**src/inc/sstat_pkg.sv**
```systemverilog
package sstat_pkg;
    // form factor encodings (slot sizes)
    localparam logic [1:0] SSTAT_FF_DB32      = 2'h0;
    localparam logic [1:0] SSTAT_FF_DB20      = 2'h1;
    localparam logic [1:0] SSTAT_FF_DB13      = 2'h2;
    localparam int         SSTAT_FF_W         = 2;
    localparam int         SSTAT_IND_W        = 3;
    // reset values
    localparam logic       SSTAT_FLAG_RST     = 1'b0;
    localparam logic       SSTAT_SYNC_RST     = 1'b0;
    localparam logic [1:0] SSTAT_FF_RST       = 2'h0;
    localparam logic [2:0] SSTAT_IND_RST      = 3'h0;
endpackage

```
**src/hdl/sstat_slot_status.sv**
```systemverilog
`timescale 1ns/1ns
// Overview of operation
// - each slot reports, read only, which of the three slot sizes it is built as.
// - when the lock is fitted, each slot shows whether its security lock is engaged or released.
// - the lock state bit is status only and no write changes the bit or the lock.
// - read-only slot state bits always follow the slot state machine that drives the indicator.
// - a removal button press sets the slot's removal request flag and raises its interrupt until cleared.
// - writing one to the removal request flag clears it.
// - inserting the first device or removing the last one sets the slot's change flag and raises its interrupt; write one clears it.
// - per-slot presence bits for serial-bus and usb devices tell insertion from removal.
module sstat_slot_status
    import sstat_pkg::*;
#(
    parameter int N_SLOTS = 2
) (
    input  wire logic                           i_mclk,
    input  wire logic                           i_rst,
    input  wire logic [N_SLOTS*SSTAT_FF_W-1:0]  i_slot_form_factor,
    input  wire logic                           i_lock_fitted_flag,
    input  wire logic [N_SLOTS-1:0]             i_lock_engaged,
    input  wire logic [N_SLOTS*SSTAT_IND_W-1:0] i_slot_indicator_state,
    input  wire logic [N_SLOTS-1:0]             i_removal_button,
    input  wire logic [N_SLOTS-1:0]             i_ieee1394_present,
    input  wire logic [N_SLOTS-1:0]             i_usb_present,
    input  wire logic [N_SLOTS-1:0]             i_clr_removal_request,
    input  wire logic [N_SLOTS-1:0]             i_clr_device_change,
    output logic      [N_SLOTS*SSTAT_FF_W-1:0]  o_slot_form_factor,
    output logic      [N_SLOTS-1:0]             o_security_lock_state,
    output logic      [N_SLOTS*SSTAT_IND_W-1:0] o_slot_indicator_state,
    output logic      [N_SLOTS-1:0]             o_removal_request_flag,
    output logic      [N_SLOTS-1:0]             o_device_change_flag,
    output logic      [N_SLOTS-1:0]             o_ieee1394_present_flag,
    output logic      [N_SLOTS-1:0]             o_usb_present_flag,
    output logic      [N_SLOTS-1:0]             o_slot_irq
);
    genvar g;
    generate
        for (g = 0; g < N_SLOTS; g++) begin : g_slot
            // lowest bit of this slot in the packed buses
            localparam int FF_LO  = g * SSTAT_FF_W;
            localparam int IND_LO = g * SSTAT_IND_W;
            // synchroniser stages; bit 3 lock, 2 button, 1 serial bus, 0 usb
            logic [3:0]             s1_reg;
            logic [3:0]             s1_next;
            logic [3:0]             s2_reg;
            logic [3:0]             s2_next;
            // edge history, fed from stage two only
            logic                   btn_d_reg;
            logic                   btn_d_next;
            logic                   prs_d_reg;
            logic                   prs_d_next;
            // sticky event flags and the slot interrupt
            logic                   rem_reg;
            logic                   rem_next;
            logic                   chg_reg;
            logic                   chg_next;
            logic                   irq_reg;
            logic                   irq_next;
            // registered status copies
            logic                   lock_reg;
            logic                   lock_next;
            logic [SSTAT_FF_W-1:0]  ff_reg;
            logic [SSTAT_FF_W-1:0]  ff_next;
            logic [SSTAT_IND_W-1:0] ind_reg;
            logic [SSTAT_IND_W-1:0] ind_next;
            // named taps of the synchroniser
            logic                   lock_sync;
            logic                   btn_sync;
            logic                   ieee_sync;
            logic                   usb_sync;
            logic                   prs_now;
            logic                   btn_rise;
            logic                   prs_toggle;

            // pins are asynchronous; nothing but stage two reads stage one
            always_comb begin
                s1_next = {i_lock_engaged[g], i_removal_button[g], i_ieee1394_present[g], i_usb_present[g]};
                s2_next = s1_reg;
            end

            always_ff @(posedge i_mclk) begin
                if (i_rst) begin
                    s1_reg <= {4{SSTAT_SYNC_RST}};
                    s2_reg <= {4{SSTAT_SYNC_RST}};
                end else begin
                    s1_reg <= s1_next;
                    s2_reg <= s2_next;
                end
            end

            assign lock_sync = s2_reg[3];
            assign btn_sync  = s2_reg[2];
            assign ieee_sync = s2_reg[1];
            assign usb_sync  = s2_reg[0];
            assign prs_now   = ieee_sync | usb_sync;

            // button history resets to the released level, so reset makes no false press
            always_comb begin
                btn_d_next = btn_sync;
            end

            always_ff @(posedge i_mclk) begin
                if (i_rst) begin
                    btn_d_reg <= SSTAT_SYNC_RST;
                end else begin
                    btn_d_reg <= btn_d_next;
                end
            end

            assign btn_rise = btn_sync & ~btn_d_reg;

            // a device already seated at reset shows up as one change event
            always_comb begin
                prs_d_next = prs_now;
            end

            always_ff @(posedge i_mclk) begin
                if (i_rst) begin
                    prs_d_reg <= SSTAT_SYNC_RST;
                end else begin
                    prs_d_reg <= prs_d_next;
                end
            end

            assign prs_toggle = prs_now ^ prs_d_reg;

            // removal flag: set wins over a same-cycle clear, a zero write does nothing
            always_comb begin
                rem_next = rem_reg;
                if (i_clr_removal_request[g]) begin
                    rem_next = 1'b0;
                end
                if (btn_rise) begin
                    rem_next = 1'b1;
                end
            end

            always_ff @(posedge i_mclk) begin
                if (i_rst) begin
                    rem_reg <= SSTAT_FLAG_RST;
                end else begin
                    rem_reg <= rem_next;
                end
            end

            // change flag: the OR of the two presence bits toggling marks an insertion or removal
            always_comb begin
                chg_next = chg_reg;
                if (i_clr_device_change[g]) begin
                    chg_next = 1'b0;
                end
                if (prs_toggle) begin
                    chg_next = 1'b1;
                end
            end

            always_ff @(posedge i_mclk) begin
                if (i_rst) begin
                    chg_reg <= SSTAT_FLAG_RST;
                end else begin
                    chg_reg <= chg_next;
                end
            end

            // irq taken from the next flag values so it lines up with the flags
            always_comb begin
                irq_next = rem_next | chg_next;
            end

            always_ff @(posedge i_mclk) begin
                if (i_rst) begin
                    irq_reg <= SSTAT_FLAG_RST;
                end else begin
                    irq_reg <= irq_next;
                end
            end

            // lock bit has no write path; it only follows the sensor while fitted
            always_comb begin
                lock_next = i_lock_fitted_flag & lock_sync;
            end

            always_ff @(posedge i_mclk) begin
                if (i_rst) begin
                    lock_reg <= SSTAT_FLAG_RST;
                end else begin
                    lock_reg <= lock_next;
                end
            end

            // form factor is strapped per slot, copied through one flop
            always_comb begin
                ff_next = i_slot_form_factor[FF_LO +: SSTAT_FF_W];
            end

            always_ff @(posedge i_mclk) begin
                if (i_rst) begin
                    ff_reg <= SSTAT_FF_RST;
                end else begin
                    ff_reg <= ff_next;
                end
            end

            // indicator follows the slot state machine one cycle late
            always_comb begin
                ind_next = i_slot_indicator_state[IND_LO +: SSTAT_IND_W];
            end

            always_ff @(posedge i_mclk) begin
                if (i_rst) begin
                    ind_reg <= SSTAT_IND_RST;
                end else begin
                    ind_reg <= ind_next;
                end
            end

            assign o_slot_form_factor[FF_LO +: SSTAT_FF_W]       = ff_reg;
            assign o_slot_indicator_state[IND_LO +: SSTAT_IND_W] = ind_reg;
            assign o_security_lock_state[g]   = lock_reg;
            assign o_removal_request_flag[g]  = rem_reg;
            assign o_device_change_flag[g]    = chg_reg;
            assign o_ieee1394_present_flag[g] = ieee_sync;
            assign o_usb_present_flag[g]      = usb_sync;
            assign o_slot_irq[g]              = irq_reg;
        end
    endgenerate
endmodule

```
**config.mk**
```make
export PLATFORM = sky130hd
export DESIGN_NAME = sstat_slot_status
export DESIGN_NICKNAME = d
export VERILOG_FILES = /design/src/inc/sstat_pkg.sv /design/src/hdl/sstat_slot_status.sv
export SDC_FILE = /design/constraint.sdc
export NUM_CORES = 1
export LEC_CHECK = 0
export BUFFER_PORTS_ARGS = -buffer_cell sky130_fd_sc_hd__buf_2
export CAP_MARGIN = 30
export CORE_MARGIN = 3
export CORE_UTILIZATION = 50
export CTS_CLUSTER_DIAMETER = 200
export DETAILED_ROUTE_END_ITERATION = 6
export GPL_TIMING_DRIVEN = 0
export HOLD_SLACK_MARGIN = 0.15
export PLACE_DENSITY = 0.81
export SETUP_SLACK_MARGIN = 0.4
export SLEW_MARGIN = 25
export SYNTH_ARGS = -nofsm -noshare
export SYNTH_HDL_FRONTEND = slang
export SYNTH_SLANG_ARGS = --single-unit
export TNS_END_PERCENT = 50
```
**constraint.sdc**
```tcl
create_clock -name i_mclk -period 2.1 [get_ports i_mclk]
set_input_delay 0.42 -clock i_mclk [delete_from_list [all_inputs] [get_ports i_mclk]]
set_output_delay 0.42 -clock i_mclk [all_outputs]
set_load 0.01 [all_outputs]
```
==> impl_metrics.tcl, run 1 <==
set metrics [dict create \
    setup_viol 0 \
    cts_root_buffer "clkbuf_4" \
    max_slew_margin_pct 87.9 \
    first_global_vias 779 \
    grt_remaining_overflow 0 \
    synth.distinct_cells 13 \
    clk_latency_ns 0.33 \
    syn2layout_area_growth_pct 24.7 \
    track_usage_pct 12.8 \
    dp_slack_ns 1.09 \
    place_hpwl_um 1450 \
    cpLargestDelayFamily "flip-flops" \
    cts_resized 0 \
    critPathLaunchType "register" \
    drcViolationCount 0 \
    holdWs_ns 0.298 \
    via_count 792 \
    fin_setup_tns_ns 0 \
    rows 17 \
    netlist_area_um2 1230 \
    crit_slowest_cell "dfxtp_1" \
    ys_ff_latch 38 \
    cp.depth 2 \
    cts_tree "built" \
    nNetsFinal 179 \
    postCtsHoldBufs 0 \
    die_h_um 55.7 \
    worstMarginPinSlew_ns 0.182 \
    fin_ws_ns 0.736 \
    grt_setup_unrepaired "no" \
    p_per_area_nw_per_um2 797 \
    fmax_mhz 733 \
    synthCells 102 \
    core_um2 2280 \
    post_cts_buffers 0 \
    hold_viol_final 0 \
    clk_pin_slew_worst_paths_ns 0.10 \
    yosysWarnings 0 \
    worstHoldPathCells 2 \
    cts_max_level 2 \
    ir_worst_vdd_v 0.000729 \
    layout-drive-gt1-share_pct 47.4 \
    antenna_found_initial 0 \
    worstPathRequired_ns 1.68 \
    end_kind "primary output" \
    ant_nets 0 \
    clk_path_buf_depth 2 \
    rr_worst_depth 3 \
    seq_area_frac_synth_pct 61.6 \
    cp_max_fo 2 \
    drv_cap 0 \
    status "complete, no violations" \
    period_share_pct 65.0 \
    n_fill_cell 187 \
    numCtsBuffers 5 \
    min_period_ns 1.36 \
    dr.pass1.iters 3 \
    drt_iter0_drc 12 \
    die_area_um2 3100 \
    synthesis.nets 127 \
    total_leakage_power_uw 0.000741 \
    grt_pass1_wl_um 3040 \
    cp.buffers_inverters 2 \
    gp_congestion 0.653 \
    finalPower_uw 1230 \
    via_per_inst 4.35 \
    skew_ns 0.00704 \
    cts.sinks 38 \
    regToRegSetupSlack_ns 1.20 \
    final_common_cell "buf_2" \
    fin_area_um2 1540 \
    diodes 0 \
    synth_area_per_cell_um2 12.1 \
    start_util_pct 54.3 \
    wire_per_inst_um 10.2 \
    numPortBuffers 45 \
    wirelength_um 1850 \
    hold_class "input pin to register" \
    critical_path_class "register to primary output" \
    die_w_um 55.7 \
    num_io_pins 47 \
    most-common-layout-cells "46 x buf_2, 38 x dfxtp_1, 28 x nor2b_1, 13 x buf_4, 6 x nand2b_1" \
    crit_chain "buf_4, buf_2" \
    place_area_um2 1500 \
    drv_slew 0 \
    grt_max_degree 11 \
    cp.arrival_ns 0.94 \
    critical_path.max_stage_delay_ns 0.39 \
]
-- path summary, 6_finish.rpt --
path                                                startpoint                             end
worst max-delay path            g_slot[1].s2_reg[1]$_SDFF_PP0_      o_ieee1394_present_flag[1]
worst min-delay path                          i_usb_present[1]  g_slot[1].s1_reg[0]$_SDFF_PP0_
worst max register to register  g_slot[0].s2_reg[0]$_SDFF_PP0_    g_slot[0].irq_reg$_SDFF_PP0_
worst min register to register  g_slot[1].s1_reg[1]$_SDFF_PP0_  g_slot[1].s2_reg[1]$_SDFF_PP0_
-- stage by stage --
step | utilization, % | instances
after floorplan | - | 102
after global placement | 65.7 | 175
after detailed placement | 65.7 | 175
after CTS | 67.7 | 182
after global routing | 67.7 | 182
final | 67.7 | 182
-- per-layer routing --
metal  track usage, %  wire [um]  vias up
li1                 -          -      410
met1             11.6        669      342
met2             23.1        974       36
met3             7.42        183        4
met4             5.21         21        0
met5                0          0        -
-- worst reg2reg max path, stage by stage (launching register included) --
cell and delay [ns]:
dfxtp_1 0.35, nor2_4 0.13, xor2_2 0.19, a41oi_2 0.13
-- synth_stat cells --
cell	number	area share [%]
dfxtp_1	38	62
nand2b_1	6	3.0
and3b_1	2	1.4
a21oi_1	3	1.2
buf_4	13	7.9
a41oi_2	2	2.6
nor2_4	2	1.8
buf_2	1	0.40
nor2b_1	28	14
a21oi_2	1	0.71
buf_6	2	1.8
nor2_1	2	0.61
xor2_2	2	2.6
-- cell families (layout without fill, tap and decap cells) --
logic type	after synthesis	count (layout)	synth area share (%)
buf+inv	16	68	10.1
simple gates	40	40	21.1
xor+xnor	2	2	2.63
flops	38	38	61.6
compound gates	6	6	4.56
-- where the power goes --
group | switching (uW) | total [uW] | internal [uW]
registers | 12.6 | 770 | 757
clock network | 203 | 329 | 126
logic | 53.3 | 128 | 75.0
-- area by class of cell --
class                           count  area, um2  area share, %
Sequential cell                    38        761           49.4
Multi-Input combinational cell     48        349           22.7
Timing Repair Buffer               45        225           14.6
Buffer                             16        125           8.12
Clock buffer                        7       45.0           2.92
Tap cell                           28       35.0           2.27
No activity file was read; power rests on OpenSTA's default activity.
==> run 2, diff against run 1 <==
--- a/config.mk
+++ b/config.mk
@@ -5,15 +5,16 @@
 export SDC_FILE = /design/constraint.sdc
 export NUM_CORES = 1
 export LEC_CHECK = 0
+export ABC_AREA = 1
 export BUFFER_PORTS_ARGS = -buffer_cell sky130_fd_sc_hd__buf_2
 export CAP_MARGIN = 30
 export CORE_MARGIN = 3
-export CORE_UTILIZATION = 50
+export CORE_UTILIZATION = 42
 export CTS_CLUSTER_DIAMETER = 200
 export DETAILED_ROUTE_END_ITERATION = 6
 export GPL_TIMING_DRIVEN = 0
 export HOLD_SLACK_MARGIN = 0.15
-export PLACE_DENSITY = 0.81
+export PLACE_DENSITY = 0.73
 export SETUP_SLACK_MARGIN = 0.4
 export SLEW_MARGIN = 25
 export SYNTH_ARGS = -nofsm -noshare
==> constraint.sdc (replaced) <==
create_clock -name i_mclk -period 1.1 [get_ports i_mclk]
set_input_delay 0.22 -clock i_mclk [delete_from_list [all_inputs] [get_ports i_mclk]]
set_output_delay 0.22 -clock i_mclk [all_outputs]
set_load 0.01 [all_outputs]
==> run 2 against run 1 <==
Clock power rose by 92%. Sequential share of layout area fell by 8.1 points. Flip-flop and latch count did not move. Non-clock buffer count rose by 13. Wire length rose by 21%. Highest routed layer unchanged.
==> impl_metrics.tcl, run 2 <==
set metrics [dict create \
    gp_congestion 0.717 \
    worstMarginPinSlew_ns 0.157 \
    ir_worst_vdd_v 0.000978 \
    async_flop_share_pct 0 \
    p_per_area_nw_per_um2 1300 \
    fin_ws_ns 0.00803 \
    synth.distinct_cells 10 \
    cts.sinks 38 \
    skew_ns 0.00233 \
    drv_slew 0 \
    end_kind "primary output" \
    drt_iter0_drc 13 \
    clk_latency_ns 0.32 \
    postCtsHoldBufs 8 \
    hold_class "input pin to register" \
    grt_pass1_wl_um 3540 \
    stdcell_count 239 \
    die_h_um 60.7 \
    nNetsFinal 233 \
    dp_slack_ns 0.302 \
    fmax_mhz 916 \
    yosysTopAreaCell "dfxtp_1" \
    multi_input_area_um2 244 \
    synthTopCellsByCount "38 x dfxtp_1, 37 x inv_1, 30 x nor2_1" \
    netlist_area_um2 1250 \
    status "complete, no violations" \
    numCtsBuffers 5 \
    seq_area_frac_synth_pct 60.6 \
    synth_top_cell_area_share_pct 60.6 \
    critical_path_class "register to primary output" \
    period_share_pct 99.3 \
    hold_viol_final 0 \
    num_io_pins 47 \
    die_area_um2 3680 \
    min_period_ns 1.09 \
    ys_ff_latch 38 \
    place_hpwl_um 1490 \
    start_util_pct 44.7 \
    die_w_um 60.7 \
    ant_nets 0 \
    most-common-layout-cells "34 x inv_1, 31 x buf_6, 29 x nor2_1, 28 x buf_2, 22 x dfxtp_1" \
    grt_max_degree 11 \
    total_leakage_power_uw 0.00108 \
    clk_path_buf_depth 2 \
    drcViolationCount 0 \
    numPortBuffers 45 \
    wire_per_inst_um 9.36 \
    drv_cap 0 \
    yosys.cell_count.top_type "dfxtp_1" \
    synthTopCellsByArea "dfxtp_1 61%, inv_1 11%, nor2_1 9.0%" \
    track_usage_pct 13.1 \
    yosysWarnings 0 \
    max_slew_margin_pct 89.5 \
    final_common_cell "inv_1" \
    via_per_inst 4.12 \
    cts_tree "built" \
    cts_root_buffer "clkbuf_4" \
    register_area_um2 781 \
    grt_remaining_overflow 0 \
    syn2layout_area_growth_pct 50.5 \
    synthesis.nets 168 \
    dp_cells 219 \
    core_um2 2810 \
    grt_setup_unrepaired "yes" \
    worstPathRequired_ns 0.88 \
    rows 19 \
    clk_pin_slew_worst_paths_ns 0.10 \
    n_fill_cell 225 \
    diodes 0 \
    synth_edf_count 0 \
    ys.flop_type "dfxtp_1" \
    first_global_vias 902 \
    setup_viol 0 \
    synthCells 143 \
    fin_util_pct 67.4 \
    cts_max_level 2 \
    via_count 984 \
    critPathLaunchType "register" \
    cp.arrival_ns 0.87 \
    layout-drive-gt1-share_pct 47.1 \
    synth_area_per_cell_um2 8.78 \
    cp_max_fo 2 \
    antenna_found_initial 0 \
    dr.pass1.iters 4 \
    wirelength_um 2240 \
]
[run 2: worst paths after layout]
check / startpoint / to / slack, ns / cells past startpoint
min reg2reg: g_slot[0].s1_reg[3]$_SDFF_PP0_ / g_slot[0].s2_reg[3]$_SDFF_PP0_ / 0.41 / 2
max: g_slot[0].s2_reg[0]$_SDFF_PP0_ / o_usb_present_flag[0] / 0.008 / 2
max reg2reg: g_slot[0].s2_reg[1]$_SDFF_PP0_ / g_slot[0].irq_reg$_SDFF_PP0_ / 0.16 / 5
min: i_rst / g_slot[0].s1_reg[1]$_SDFF_PP0_ / 0.09 / 2
[run 2: metal layers]
| layer | vias up | GRT usage [%] | part of all wire, % |
|---|---|---|---|
| li1 | 518 | - | - |
| met1 | 439 | 13.1 | 38 |
| met2 | 22 | 25.0 | 56 |
| met3 | 5 | 3.83 | 4.1 |
| met4 | 0 | 5.57 | 1.5 |
| met5 | - | 0 | 0 |
[run 2: layout make-up]
class / instances / share of cell area, %
flip-flops and latches: 38 / 41.3
repair buffers: 58 / 24.8
multi-input cells: 52 / 12.9
plain buffers: 16 / 9.14
inverters: 37 / 7.35
clock buffers: 7 / 2.38
well taps: 31 / 2.05
[run 2: worst max-delay path, cell delays in order, from the launching register on]
cell,delay [ns]
dfxtp_2,0.34
buf_6,0.11
buf_6,0.11
[run 2: cells by family (layout without fill, tap and decap cells)]
logic type | count (synthesis) | in the layout | synth area share, %
compound gates | 4 | 4 | 2.19
buf+inv | 53 | 118 | 21.8
flops | 38 | 38 | 60.6
simple gates | 48 | 48 | 15.4
[run 2: what timing repair did]
item                                    4_1_cts  5_1_grt
resized for setup                            33       27
endpoints found under the setup margin       27       38
pin swaps                                     8        7
endpoints found under the hold margin        20       12
setup buffers                                 4        1
[run 2: report_power, final]
part / switching [uW] / leakage, uW / internal (uW)
Sequential: 26.9 / 0.000320 / 1450
Clock: 390 / 0.0000254 / 241
Combinational: 138 / 0.000737 / 218
Total: 554 / 0.00108 / 1910
[run 2: per-stage QoR]
step	hold WS (ns)	TNS, ns	area, um2	power (uW)
global placement	0.389	0	1520	1740
global route	0.0790	-0.218	1890	2580
floorplan	0.327	0	1250	1650
CTS	0.0725	-0.0204	1810	2460
finish	0.0877	0	1890	2460
detailed placement	0.393	0	1520	1750
